**src/common/sfc_pkg.sv**
```systemverilog
// sfc_pkg: constants shared by the serial fifo control block and its fifo and buffer.
// assumes a single 125 MHz clock and a control port with one word select bit.
`default_nettype none
package sfc_pkg;

  // clock
  localparam int unsigned CLK_HZ = 125_000_000;

  // register selects on the control port
  localparam logic REG_CONTROL = 1'b0;
  localparam logic REG_COUNT = 1'b1;

  // fifo control register fields
  localparam int unsigned CTL_LOOP_BIT = 0;
  localparam int unsigned CTL_RX_FLUSH_BIT = 1;
  localparam int unsigned CTL_TX_FLUSH_BIT = 2;
  localparam int unsigned CTL_FLOW_BIT = 3;
  localparam int unsigned CTL_TX_TRIG_LSB = 4;
  localparam int unsigned CTL_RX_TRIG_LSB = 6;
  localparam int unsigned CTL_W = 8;
  localparam logic [7:0] CTL_RESET = 8'h00;
  localparam logic [7:0] CTL_WMASK_FULL = 8'hff;
  localparam logic [7:0] CTL_WMASK_NOFLOW = 8'hf7;

  // occupancy count register fields
  localparam int unsigned CNT_W = 5;
  localparam int unsigned CNT_TX_LSB = 8;
  localparam int unsigned CNT_RX_LSB = 0;
  localparam logic [15:0] COUNT_RESET = 16'h0000;

  // fifo shape
  localparam int unsigned FIFO_DEPTH = 16;
  localparam int unsigned DATA_W = 8;

  // receive trigger levels, four 5-bit entries, entry 0 in the low bits
  localparam logic [19:0] RX_TRIG_ASYNC = {5'h0e, 5'h08, 5'h04, 5'h01};
  localparam logic [19:0] RX_TRIG_SYNC = {5'h0e, 5'h08, 5'h02, 5'h01};

  // receive occupancy at which rts is deasserted under flow control
  localparam logic [4:0] RTS_LEVEL_DEF = 5'h0f;

  // pin levels after reset: cts deasserted, line at mark
  localparam logic [1:0] PIN_SYNC_RESET = 2'h3;

endpackage : sfc_pkg
`default_nettype wire

```
**src/common/sfc_stream_if.sv**
```systemverilog
// sfc_stream_if: valid/ready word stream between fifo, buffer and top.
// assumes both ends run on the same clock.
`timescale 1ns/1ns
`default_nettype none
interface sfc_stream_if #(
  parameter int unsigned W = 8
);
  logic valid;
  logic ready;
  logic [W-1:0] data;

  modport src (output valid, output data, input ready);
  modport snk (input valid, input data, output ready);
endinterface : sfc_stream_if
`default_nettype wire

```
**src/rtl/sfc_fifo.sv**
```systemverilog
// sfc_fifo: word fifo with a registered head word and flush.
// assumes flush is a level from the same clock domain.
`timescale 1ns/1ns
`default_nettype none
module sfc_fifo #(
  parameter int unsigned W = 8,
  parameter int unsigned DEPTH = 16
) (
  input wire logic clk, // block clock
  input wire logic rst_n, // synchronous reset, active low
  input wire logic flush, // level, empties the fifo while high
  input wire logic in_valid, // word offered
  output logic in_ready, // word taken when both high
  input wire logic [W-1:0] in_data, // word in
  sfc_stream_if.src out, // head word
  output logic [$clog2(DEPTH+1)-1:0] count // words held, head included
);
  localparam int unsigned AW = $clog2(DEPTH);
  localparam int unsigned CW = $clog2(DEPTH+1);

  if (DEPTH < 2 || (DEPTH & (DEPTH - 1)) != 0) begin : g_bad_depth
    $error("sfc_fifo depth must be a power of two of at least 2");
  end

  logic [W-1:0] mem [DEPTH];
  logic [AW-1:0] wr_ptr_r;
  logic [AW-1:0] rd_ptr_r;
  logic [CW-1:0] mem_cnt_r;
  logic head_valid_r;
  logic [W-1:0] head_data_r;
  wire push;
  wire pop_mem;

  // occupancy counts the head register too, so full means DEPTH words total
  assign count = CW'(mem_cnt_r + {{(CW-1){1'b0}}, head_valid_r});
  assign in_ready = !flush && (count < CW'(DEPTH));
  assign push = in_valid && in_ready;
  assign pop_mem = (mem_cnt_r != '0) && (!head_valid_r || out.ready) && !flush;
  assign out.valid = head_valid_r;
  assign out.data = head_data_r;

  // storage, no reset needed since count guards it
  always_ff @(posedge clk) begin
    if (push) begin
      mem[wr_ptr_r] <= in_data;
    end
  end

  // pointers and count; flush and reset both empty the fifo
  always_ff @(posedge clk) begin
    if (!rst_n || flush) begin
      wr_ptr_r <= '0;
      rd_ptr_r <= '0;
      mem_cnt_r <= '0;
    end else begin
      if (push) wr_ptr_r <= AW'(wr_ptr_r + 1'b1);
      if (pop_mem) rd_ptr_r <= AW'(rd_ptr_r + 1'b1);
      case ({push, pop_mem})
        2'b10: mem_cnt_r <= CW'(mem_cnt_r + 1'b1);
        2'b01: mem_cnt_r <= CW'(mem_cnt_r - 1'b1);
        default: mem_cnt_r <= mem_cnt_r;
      endcase
    end
  end

  // head word is read out of memory into a register
  always_ff @(posedge clk) begin
    if (!rst_n || flush) begin
      head_valid_r <= 1'b0;
      head_data_r <= '0;
    end else if (pop_mem) begin
      head_valid_r <= 1'b1;
      head_data_r <= mem[rd_ptr_r];
    end else if (out.ready) begin
      head_valid_r <= 1'b0;
    end
  end
endmodule : sfc_fifo
`default_nettype wire

```
**src/rtl/sfc_serial_fifo_ctrl.sv**
```systemverilog
// sfc_serial_fifo_ctrl: fifo control and occupancy count for one serial channel.
// assumes a shifter on tx_out/tx_serial and rx_in/rx_serial, pins on the far side.
//
// Overview of operation
// - flow enable bit 3 makes cts gate sending and rts signal receive room.
// - third channel: flow enable bit reads 0, software writes only 0.
// - flow disabled: cts taken as asserted low, rts held at 0.
// - transmit flush bit 2 high discards transmit words and holds fifo empty.
// - receive flush bit 1 high discards received words and holds fifo empty.
// - reset empties both fifos though both flush bits reset to 0.
// - loop bit 0 feeds transmit serial output back into receive input.
// - count register: transmit occupancy bits 12..8, receive bits 4..0.
// - transmit field reads 0x00 when empty, 0x10 when full.
// - receive field reads 0x00 when empty, 0x10 when full.
// - reset sets the whole count register to 0x0000.
// - count bits 15..13 and 7..5 read 0; software writes zeros there.
// - count register always readable; writes do not change it.
// - receive level flag set when occupancy exceeds the selected trigger level.
`timescale 1ns/1ns
`default_nettype none
module sfc_serial_fifo_ctrl #(
  parameter int unsigned DEPTH = sfc_pkg::FIFO_DEPTH,
  parameter int unsigned W = sfc_pkg::DATA_W,
  parameter logic THIRD_CHANNEL = 1'b0,
  parameter logic [4:0] RTS_LEVEL = sfc_pkg::RTS_LEVEL_DEF
) (
  input wire logic ref_clk, // 125 MHz block clock
  input wire logic rst_n, // synchronous reset, active low
  input wire logic sync_mode, // level, channel in clocked synchronous operation
  input wire logic reg_wr, // one-cycle write strobe
  input wire logic reg_rd, // one-cycle read strobe
  input wire logic reg_addr, // register select
  input wire logic [15:0] reg_wdata, // write data
  output logic [15:0] reg_rdata, // read data, valid the cycle after reg_rd
  input wire logic tx_in_valid, // cpu offers a transmit word
  output logic tx_in_ready, // transmit fifo takes it
  input wire logic [W-1:0] tx_in_data, // transmit word
  output logic tx_out_valid, // word for the transmit shifter
  input wire logic tx_out_ready, // transmit shifter takes it
  output logic [W-1:0] tx_out_data, // word for the transmit shifter
  input wire logic tx_serial, // serial stream from the transmit shifter
  input wire logic rx_in_valid, // receive shifter offers a word
  output logic rx_in_ready, // receive fifo takes it
  input wire logic [W-1:0] rx_in_data, // received word
  output logic rx_out_valid, // received word for the cpu
  input wire logic rx_out_ready, // cpu takes it
  output logic [W-1:0] rx_out_data, // received word for the cpu
  output logic rx_serial, // serial stream to the receive shifter
  output logic txd_pin, // transmit data pin
  input wire logic rxd_pin, // receive data pin, asynchronous
  input wire logic cts_n_pin, // clear to send pin, active low, asynchronous
  output logic rts_n_pin, // request to send pin, active low
  output logic rx_level_reached_flag // level, receive occupancy above trigger level
);
  localparam int unsigned CW = $clog2(DEPTH+1);

  if (DEPTH > 16 || CW > sfc_pkg::CNT_W) begin : g_bad_depth
    $error("sfc_serial_fifo_ctrl depth must fit the 5-bit count fields");
  end
  if (RTS_LEVEL > DEPTH || RTS_LEVEL == 5'h00) begin : g_bad_rts
    $error("sfc_serial_fifo_ctrl rts level must lie in 1..DEPTH");
  end

  // control register and its fields
  logic [7:0] ctl_r;
  wire loop_on;
  wire rx_flush;
  wire tx_flush;
  wire flow_on;
  wire [1:0] rx_trig_sel;
  wire [7:0] ctl_wmask;
  wire [7:0] ctl_view;

  // pin synchronisers: bit 1 cts, bit 0 rxd
  logic [1:0] pin_s1_r;
  logic [1:0] pin_s2_r;
  logic [1:0] pin_s3_r;
  logic [1:0] pin_filt_r;
  wire [1:0] pin_agree;
  wire [1:0] pin_filt_nxt;
  wire cts_n_eff;
  wire cts_ok;

  // occupancy and flags
  wire [CW-1:0] tx_cnt;
  wire [CW-1:0] rx_cnt;
  wire [4:0] tx_cnt5;
  wire [4:0] rx_cnt5;
  wire [15:0] count_view;
  wire [4:0] lvl_async;
  wire [4:0] lvl_sync;
  wire [4:0] rx_lvl;
  wire rts_n_nxt;
  logic rts_n_r;
  logic rx_flag_r;
  logic [15:0] rdata_r;
  logic txd_r;
  logic rx_serial_r;
  wire [15:0] rdata_nxt;

  sfc_stream_if #(.W(W)) tx_mid ();
  sfc_stream_if #(.W(W)) tx_buf ();
  sfc_stream_if #(.W(W)) rx_mid ();
  sfc_stream_if #(.W(W)) rx_buf ();

  // control fields; the third channel has no flow control, so its bit is masked
  assign loop_on = ctl_r[sfc_pkg::CTL_LOOP_BIT];
  assign rx_flush = ctl_r[sfc_pkg::CTL_RX_FLUSH_BIT];
  assign tx_flush = ctl_r[sfc_pkg::CTL_TX_FLUSH_BIT];
  assign flow_on = ctl_r[sfc_pkg::CTL_FLOW_BIT];
  assign rx_trig_sel = ctl_r[sfc_pkg::CTL_RX_TRIG_LSB +: 2];
  assign ctl_wmask = THIRD_CHANNEL ? sfc_pkg::CTL_WMASK_NOFLOW : sfc_pkg::CTL_WMASK_FULL;
  assign ctl_view = ctl_r & ctl_wmask;

  // control register write; reset leaves every control bit at 0
  always_ff @(posedge ref_clk) begin
    if (!rst_n) begin
      ctl_r <= sfc_pkg::CTL_RESET;
    end else if (reg_wr && reg_addr == sfc_pkg::REG_CONTROL) begin
      ctl_r <= reg_wdata[7:0] & ctl_wmask;
    end
  end

  // three-stage pin capture; a change counts once stages two and three agree
  assign pin_agree = ~(pin_s2_r ^ pin_s3_r);
  assign pin_filt_nxt = (pin_s3_r & pin_agree) | (pin_filt_r & ~pin_agree);
  always_ff @(posedge ref_clk) begin
    if (!rst_n) begin
      pin_s1_r <= sfc_pkg::PIN_SYNC_RESET;
      pin_s2_r <= sfc_pkg::PIN_SYNC_RESET;
      pin_s3_r <= sfc_pkg::PIN_SYNC_RESET;
      pin_filt_r <= sfc_pkg::PIN_SYNC_RESET;
    end else begin
      pin_s1_r <= {cts_n_pin, rxd_pin};
      pin_s2_r <= pin_s1_r;
      pin_s3_r <= pin_s2_r;
      pin_filt_r <= pin_filt_nxt;
    end
  end

  // with flow control off cts is taken as asserted whatever the pin says
  assign cts_n_eff = flow_on ? pin_filt_r[1] : 1'b0;
  assign cts_ok = !cts_n_eff;

  // transmit path: cpu -> fifo -> buffer -> shifter, flushed by its own bit
  sfc_fifo #(.W(W), .DEPTH(DEPTH)) u_tx_fifo (
    .clk(ref_clk),
    .rst_n(rst_n),
    .flush(tx_flush),
    .in_valid(tx_in_valid),
    .in_ready(tx_in_ready),
    .in_data(tx_in_data),
    .out(tx_mid),
    .count(tx_cnt)
  );

  sfc_skid #(.W(W)) u_tx_skid (
    .clk(ref_clk),
    .rst_n(rst_n),
    .flush(tx_flush),
    .in(tx_mid),
    .out(tx_buf)
  );

  // a deasserted cts stalls the shifter side; the word waits in the buffer
  assign tx_out_valid = tx_buf.valid && cts_ok;
  assign tx_buf.ready = tx_out_ready && cts_ok;
  assign tx_out_data = tx_buf.data;

  // receive path: shifter -> fifo -> buffer -> cpu
  sfc_fifo #(.W(W), .DEPTH(DEPTH)) u_rx_fifo (
    .clk(ref_clk),
    .rst_n(rst_n),
    .flush(rx_flush),
    .in_valid(rx_in_valid),
    .in_ready(rx_in_ready),
    .in_data(rx_in_data),
    .out(rx_mid),
    .count(rx_cnt)
  );

  sfc_skid #(.W(W)) u_rx_skid (
    .clk(ref_clk),
    .rst_n(rst_n),
    .flush(rx_flush),
    .in(rx_mid),
    .out(rx_buf)
  );

  assign rx_out_valid = rx_buf.valid;
  assign rx_buf.ready = rx_out_ready;
  assign rx_out_data = rx_buf.data;

  // occupancy fields; words in the output buffers have left the fifo already
  assign tx_cnt5 = 5'(tx_cnt);
  assign rx_cnt5 = 5'(rx_cnt);
  assign count_view = {3'h0, tx_cnt5, 3'h0, rx_cnt5};

  // receive trigger level, table chosen by mode
  assign lvl_async = sfc_pkg::RX_TRIG_ASYNC[int'(rx_trig_sel) * 5 +: 5];
  assign lvl_sync = sfc_pkg::RX_TRIG_SYNC[int'(rx_trig_sel) * 5 +: 5];
  assign rx_lvl = sync_mode ? lvl_sync : lvl_async;

  // rts deasserts near full so the remote station stops before overrun
  assign rts_n_nxt = flow_on ? (rx_cnt5 >= RTS_LEVEL) : 1'b0;

  // registered pins and flags
  always_ff @(posedge ref_clk) begin
    if (!rst_n) begin
      rts_n_r <= 1'b0;
      rx_flag_r <= 1'b0;
    end else begin
      rts_n_r <= rts_n_nxt;
      rx_flag_r <= (rx_cnt5 > rx_lvl);
    end
  end

  // loop-back keeps the pin at mark so the line sees no test traffic
  always_ff @(posedge ref_clk) begin
    if (!rst_n) begin
      txd_r <= 1'b1;
      rx_serial_r <= 1'b1;
    end else begin
      txd_r <= loop_on ? 1'b1 : tx_serial;
      rx_serial_r <= loop_on ? tx_serial : pin_filt_r[0];
    end
  end

  // register read; count has no write path at all
  assign rdata_nxt = (reg_addr == sfc_pkg::REG_COUNT) ? count_view : {8'h00, ctl_view};
  always_ff @(posedge ref_clk) begin
    if (!rst_n) begin
      rdata_r <= sfc_pkg::COUNT_RESET;
    end else if (reg_rd) begin
      rdata_r <= rdata_nxt;
    end
  end

  assign reg_rdata = rdata_r;
  assign rts_n_pin = rts_n_r;
  assign rx_level_reached_flag = rx_flag_r;
  assign txd_pin = txd_r;
  assign rx_serial = rx_serial_r;
endmodule : sfc_serial_fifo_ctrl
`default_nettype wire

```
**src/rtl/sfc_skid.sv**
```systemverilog
// sfc_skid: two-entry buffer so a stalled receiver loses no word.
// assumes flush is a level from the same clock domain.
`timescale 1ns/1ns
`default_nettype none
module sfc_skid #(
  parameter int unsigned W = 8
) (
  input wire logic clk, // block clock
  input wire logic rst_n, // synchronous reset, active low
  input wire logic flush, // level, drops both entries
  sfc_stream_if.snk in, // words from the fifo
  sfc_stream_if.src out // words to the consumer
);
  logic [1:0] cnt_r;
  logic [W-1:0] data0_r;
  logic [W-1:0] data1_r;
  wire push;
  wire pop;

  // ready looks only at the own count and flush, so no path from out.ready to in.ready
  assign in.ready = (cnt_r != 2'h2) && !flush;
  assign out.valid = (cnt_r != 2'h0);
  assign out.data = data0_r;
  assign push = in.valid && in.ready;
  assign pop = out.valid && out.ready;

  // entry 0 is always the oldest word
  always_ff @(posedge clk) begin
    if (!rst_n || flush) begin
      cnt_r <= 2'h0;
      data0_r <= '0;
      data1_r <= '0;
    end else begin
      case ({push, pop})
        2'b10: begin
          if (cnt_r == 2'h0) data0_r <= in.data;
          else data1_r <= in.data;
          cnt_r <= 2'(cnt_r + 1'b1);
        end
        2'b01: begin
          data0_r <= data1_r;
          cnt_r <= 2'(cnt_r - 1'b1);
        end
        2'b11: begin
          if (cnt_r == 2'h1) begin
            data0_r <= in.data;
          end else begin
            data0_r <= data1_r;
            data1_r <= in.data;
          end
        end
        default: cnt_r <= cnt_r;
      endcase
    end
  end
endmodule : sfc_skid
`default_nettype wire

```
**config.mk**
```make
export PLATFORM = sky130hd
export DESIGN_NAME = sfc_serial_fifo_ctrl
export DESIGN_NICKNAME = d
export VERILOG_FILES = /design/src/common/sfc_pkg.sv /design/src/common/sfc_stream_if.sv /design/src/rtl/sfc_fifo.sv /design/src/rtl/sfc_serial_fifo_ctrl.sv /design/src/rtl/sfc_skid.sv
export SDC_FILE = /design/constraint.sdc
export NUM_CORES = 1
export LEC_CHECK = 0
export ABC_AREA = 1
export CAP_MARGIN = 20
export CORE_UTILIZATION = 30
export CTS_CLUSTER_DIAMETER = 80
export DETAILED_ROUTE_END_ITERATION = 10
export DONT_BUFFER_PORTS = 1
export PLACE_DENSITY = 0.44
export SYNTH_ARGS = -nofsm -noshare
export SYNTH_HDL_FRONTEND = slang
export SYNTH_SLANG_ARGS = --single-unit
```
**constraint.sdc**
```tcl
create_clock -name ref_clk -period 3.2 [get_ports ref_clk]
set_input_delay 0.64 -clock ref_clk [delete_from_list [all_inputs] [get_ports ref_clk]]
set_output_delay 0.64 -clock ref_clk [all_outputs]
set_load 0.02 [all_outputs]
```
==> summary.txt, run 1 <==
status -> completed
row count -> 85
Clk network pwr share -> 31.6%
Worst EP required -> 3610 ps
hold_buf cts -> 0
Synth cell types -> 37
GRT Residual Overflow -> 0
Starting Density -> 30.4%
CP Capture Type -> flip-flop
Slew @ Worst Pin -> 777 ps
Avg Inst Size Synth -> 9.33 um2
Arr. time, crit path -> 3250 ps
ANT nets after route -> 0
total track usage -> 14.9%
Clock Latency Late Sink -> 570 ps
synth warn -> 0
Chip Height -> 235 um
Slew Limit Fails -> 0
CTS H-tree depth -> 2
die width -> 235 um
Die ar. -> 0.0553 mm2
core area -> 0.0537 mm2
Seq cells post-synth -> 369
Critical Path Max Stage Delay -> 380 ps
dpl hpwl -> 25200 um
top cells by area, synth -> edfxtp_1, dfxtp_1, nand2_1
IO buf count -> 0
maximum VDD drop -> 347 uV
vias in the first global route -> 11069
leakage -> 7.65 nW
setup ws final -> 367 ps
DRC Markers -> 0
Seq/Total Area, Yosys -> 61.0%
RSZ-0062 raised after global routing -> false
dpl cell area -> 0.0172 mm2
max cap viols -> 0
commonest non-fill, non-tap cells in the layout -> nand2_1, edfxtp_1, inv_1
drt pass-1 iters -> 5
setup repair bufs after CTS -> 0
share of cells above drive strength 1 -> 7.45%
CP startpoint kind -> flip-flop
CTS tree -> done
Post-Place Setup Slack -> 364 ps
crit path max fanout -> 8
clk buf depth -> 3
post-cts resize count -> 0
Most common cell on crit path -> ha_1
GP Congestion -> 0.776
NetSw -> 5.18 mW
Final setup viols -> 0
Sw Ratio -> 34.9%
FILL cells -> 5443
Num CTS Buffers -> 43
Antenna diodes -> 0
Storage cell area -> 0.00995 mm2
vias per cell -> 4.59
post-synth top area share -> 47.2%
Worst slew margin -> 48.1%
# IOs -> 85
Period Utilization, post-route -> 88.5%
total number of vias -> 11450
Post-Syn Area -> 0.0163 mm2
fin area -> 0.0185 mm2
most area-hungry cell type in the Yosys netlist -> edfxtp_1
P_int -> 9.66 mW
final core utilization -> 34.5%
CTS Sinks -> 369
PwrDens -> 800 mW/mm2
final wirelength -> 40400 um
initial DRC count -> 642
Avg WL per Cell -> 16.2 um
Sum Neg Setup Slack -> 0 ps
HP Class -> in2reg
Crit-path slowest cell -> dfxtp_1
most common cell after layout, fill and taps aside -> nand2_1
skew final -> 31.9 ps
largest net degree at the start of global routing -> 69
gate count after technology mapping -> 1748
CP Buf/Inv Count -> 1
Root Buffer -> clkbuf_16
kind of critical path -> reg2reg
share of power burned in registers -> 39.9%
clk slew on worst S/H paths -> 60 ps
Multi-input gate area -> 0.00504 mm2
Area Overhead vs Synth -> 13.7%
share of total power in combinational logic -> 28.5%
wire length of the first global-routing pass -> 64300 um
initial antenna violation count -> 0
crit-path leading delay family -> adder cells
fmax -> 0.353 GHz
Tmin final -> 2830 ps
Final Hold Vio Count -> 0
Nets -> 1846
ordered list of cells on the worst path -> ha_1 > ha_1 > nand3_2 > xor2_2 > nor2_1 > nand2_2 > ha_1 > xor2_1 > ha_1 > inv_1 > nand2_1 > nand3_1 > nand3_1 > nand2_1 > nand2_1 > a21oi_1
## sequential cells by signal (all words and copies together) (netlist names), 5 cells and up, named ones only
name	count
u_rx_skid.out.data	8
u_tx_fifo.mem_cnt_r	5
u_rx_fifo.mem_cnt_r	5
reg_rdata	13
u_tx_fifo.out.data	8
u_rx_fifo.out.data	8
u_rx_fifo.mem	128
u_tx_skid.data1_r	8
u_tx_fifo.mem	128
ctl_r	8
u_tx_skid.out.data	8
u_rx_skid.data1_r	8
## kinds of logic after synthesis
family / share of synthesized area, %
xor+xnor: 1.11
fa+ha+maj: 2.76
buf+inv: 8.09
compound gates: 6.40
other cells: 0.0230
flops: 61.0
simple gates: 20.6
## stage by stage
step / total power [mW] / hold slack (ps) / instances
global placement: 10.3 / 396 / 2416
floorplan: 9.22 / 393 / 1750
global route: 15.9 / 124 / 2494
CTS: 15.1 / 121 / 2494
detailed placement: 10.3 / 401 / 2416
finish: 14.8 / 160 / 2494
## per-layer routing
layer  global-route usage, %  vias to the layer above  wire length (um)
li1                        -                     5741                 -
met1                    20.8                     5431             19500
met2                    23.0                      214             18100
met3                    3.15                       64              1840
met4                    4.82                        0              1020
met5                       0                        -                 0
## cells in the mapped netlist, drive strengths merged
cell and count:
xnor2 3, nand2 460, inv 241, nand4 3, clkbuf 32, nor3 6, conb 1, edfxtp 256
dfxtp 113, ha 36, xor2 16, a211oi 2, or2 6, o21ai 87, o211a 1, clkinv 6
o21bai 1, a21oi 94, o211ai 11, nor2 104, a21boi 1, nand3 219, buf 49
## worst paths after layout
check                                 to  cells past startpoint  slack, ps           startpoint
setup / recovery  u_tx_fifo.mem_cnt_r[4]                     16        370  u_tx_fifo.out.valid
hold reg to reg              pin_s2_r[0]                      1        410          pin_s1_r[0]
setup reg to reg  u_tx_fifo.mem_cnt_r[4]                     16        370  u_tx_fifo.out.valid
hold / removal      u_tx_fifo.mem[15][7]                      0        160        tx_in_data[7]
## final cells by class
cell class	instances	area share (%)
Sequential cell	369	53.7
Multi-Input combinational cell	1053	27.2
Clock buffer	62	6.47
Inverter	247	5.00
Tap cell	696	4.70
Timing Repair Buffer	51	2.20
Clock inverter	16	0.763
## power by group through the flow
stage	registers (mW)	clock network, mW	logic (mW)
6_report	5.93	4.69	4.23
5_1_grt	5.98	5.06	4.90
4_1_cts	5.93	4.86	4.30
3_5_place_dp	6.03	0	4.28
3_3_place_gp	6.02	0	4.25
2_1_floorplan	5.93	0	3.29
(Power assumes the default switching activity.)
==> inputs of run 2 (changes only) <==
- clock period: 3.2 -> 3.4 ns (I/O delays scaled with it)
==> summary.txt, run 2 (same netlist as run 1, synthesis figures left out) <==
maximum VDD drop -> 356 uV
CP Capture Type -> flip-flop
hold_buf cts -> 0
wire length of the first global-routing pass -> 63400 um
vias in the first global route -> 10842
RSZ-0062 raised after global routing -> false
CTS H-tree depth -> 2
CTS Sinks -> 369
initial DRC count -> 784
final wirelength -> 40300 um
Antenna diodes -> 0
kind of critical path -> reg2reg
commonest non-fill, non-tap cells in the layout -> nand2_1, edfxtp_1, inv_1
ANT nets after route -> 0
PwrDens -> 759 mW/mm2
Final Power -> 14.1 mW
leakage -> 7.66 nW
Slew Limit Fails -> 0
Crit-path slowest cell -> dfxtp_1
ordered list of cells on the worst path -> ha_1 > ha_1 > nand3_2 > xor2_2 > nor2_1 > nand2_2 > ha_1 > xor2_1 > ha_1 > inv_1 > nand2_1 > nand3_1 > nand2_1 > nand2_1 > nand2_1 > nand2_1 > a21oi_1
final core utilization -> 34.6%
FILL cells -> 5365
post-cts resize count -> 0
die width -> 235 um
Sum Neg Setup Slack -> 0 ps
max cap viols -> 0
total track usage -> 14.7%
setup repair bufs after CTS -> 0
clk slew on worst S/H paths -> 60 ps
# IOs -> 85
dpl cell area -> 0.0172 mm2
Avg WL per Cell -> 16.1 um
drt pass-1 iters -> 5
status -> completed
row count -> 85
Final setup viols -> 0
skew final -> 18.9 ps
Chip Height -> 235 um
total number of vias -> 11315
HP Class -> in2reg
Root Buffer -> clkbuf_16
Worst slew margin -> 46.4%
Period Utilization, post-route -> 85.2%
GRT Residual Overflow -> 0
fin area -> 0.0186 mm2
Clock Latency Late Sink -> 580 ps
CTS tree -> done
Arr. time, crit path -> 3400 ps
fmax -> 0.345 GHz
Nets -> 1845
CP startpoint kind -> flip-flop
initial antenna violation count -> 0
DRC Markers -> 0
Final Hold Vio Count -> 0
Starting Density -> 30.4%
clk buf depth -> 3
IO buf count -> 0
Critical Path Max Stage Delay -> 390 ps
GP Congestion -> 0.769
dpl hpwl -> 24800 um
share of cells above drive strength 1 -> 7.89%
Tmin final -> 2900 ps
Slew @ Worst Pin -> 804 ps
Num CTS Buffers -> 43
core area -> 0.0537 mm2
crit path max fanout -> 8
largest net degree at the start of global routing -> 69
Die ar. -> 0.0553 mm2
Worst EP required -> 3900 ps
vias per cell -> 4.54
Most common cell on crit path -> nand2_1
most common cell after layout, fill and taps aside -> nand2_1
Area Overhead vs Synth -> 13.9%
Hold WS -> 185 ps
run 2: changes by cell type in the layout (fill, tap and decap cells not counted), moves of 2 or more:
| cell | before | now |
|---|---|---|
| buf_12 | 2 | 0 |
| clkbuf_1 | 15 | 9 |
| clkinvlp_4 | 2 | 4 |
| clkinv_4 | 0 | 3 |
| clkinv_2 | 3 | 7 |
run 2: worst max-delay path, delay by kind of cell (launching register included):
family | cells | cell delay, ps
buf+inv | 1 | 40
xor+xnor | 2 | 520
fa+ha+maj | 4 | 930
simple gates | 9 | 830
compound gates | 1 | 110
flops | 1 | 390
run 2: final timing paths:
kind,from,end,slack [ps],depth (start not counted)
worst max-delay path,u_tx_fifo.mem_cnt_r[0],u_tx_fifo.mem_cnt_r[4],500,17
worst min-delay path,rst_n,rx_serial,180,1
worst max register to register,u_tx_fifo.mem_cnt_r[0],u_tx_fifo.mem_cnt_r[4],500,17
worst min register to register,pin_s1_r[1],pin_s2_r[1],410,1
run 2: layout make-up:
class                   instances  area [um2]  area share, %
flip-flops and latches        369        9950           53.6
multi-input cells            1053        5040           27.2
clock buffers                  54        1140           6.13
inverters                     247         927           5.00
well taps                     696         871           4.69
repair buffers                 50         375           2.02
clock inverters                26         256           1.38
run 2: where the power goes:
part / internal, mW / switching, mW / total, mW
logic: 1.26 / 2.65 / 3.91
registers: 5.21 / 0.400 / 5.61
clock network: 2.63 / 1.94 / 4.57
run 2: layer usage:
layer | vias up | share of wire [%] | wire length (um) | track usage [%]
met5 | - | 0 | 0 | 0
met4 | 0 | 2.2 | 889 | 4.29
met3 | 65 | 4.9 | 1950 | 3.20
met2 | 196 | 45 | 17900 | 22.7
met1 | 5314 | 48 | 19500 | 20.4
li1 | 5740 | - | - | -
run 2: per-stage QoR:
stage / worst slack, ps / instances
after CTS: 527 / 2495
after floorplan: 648 / 1750
after global placement: 569 / 2415
final: 503 / 2495
after detailed placement: 535 / 2415
after global routing: 184 / 2495
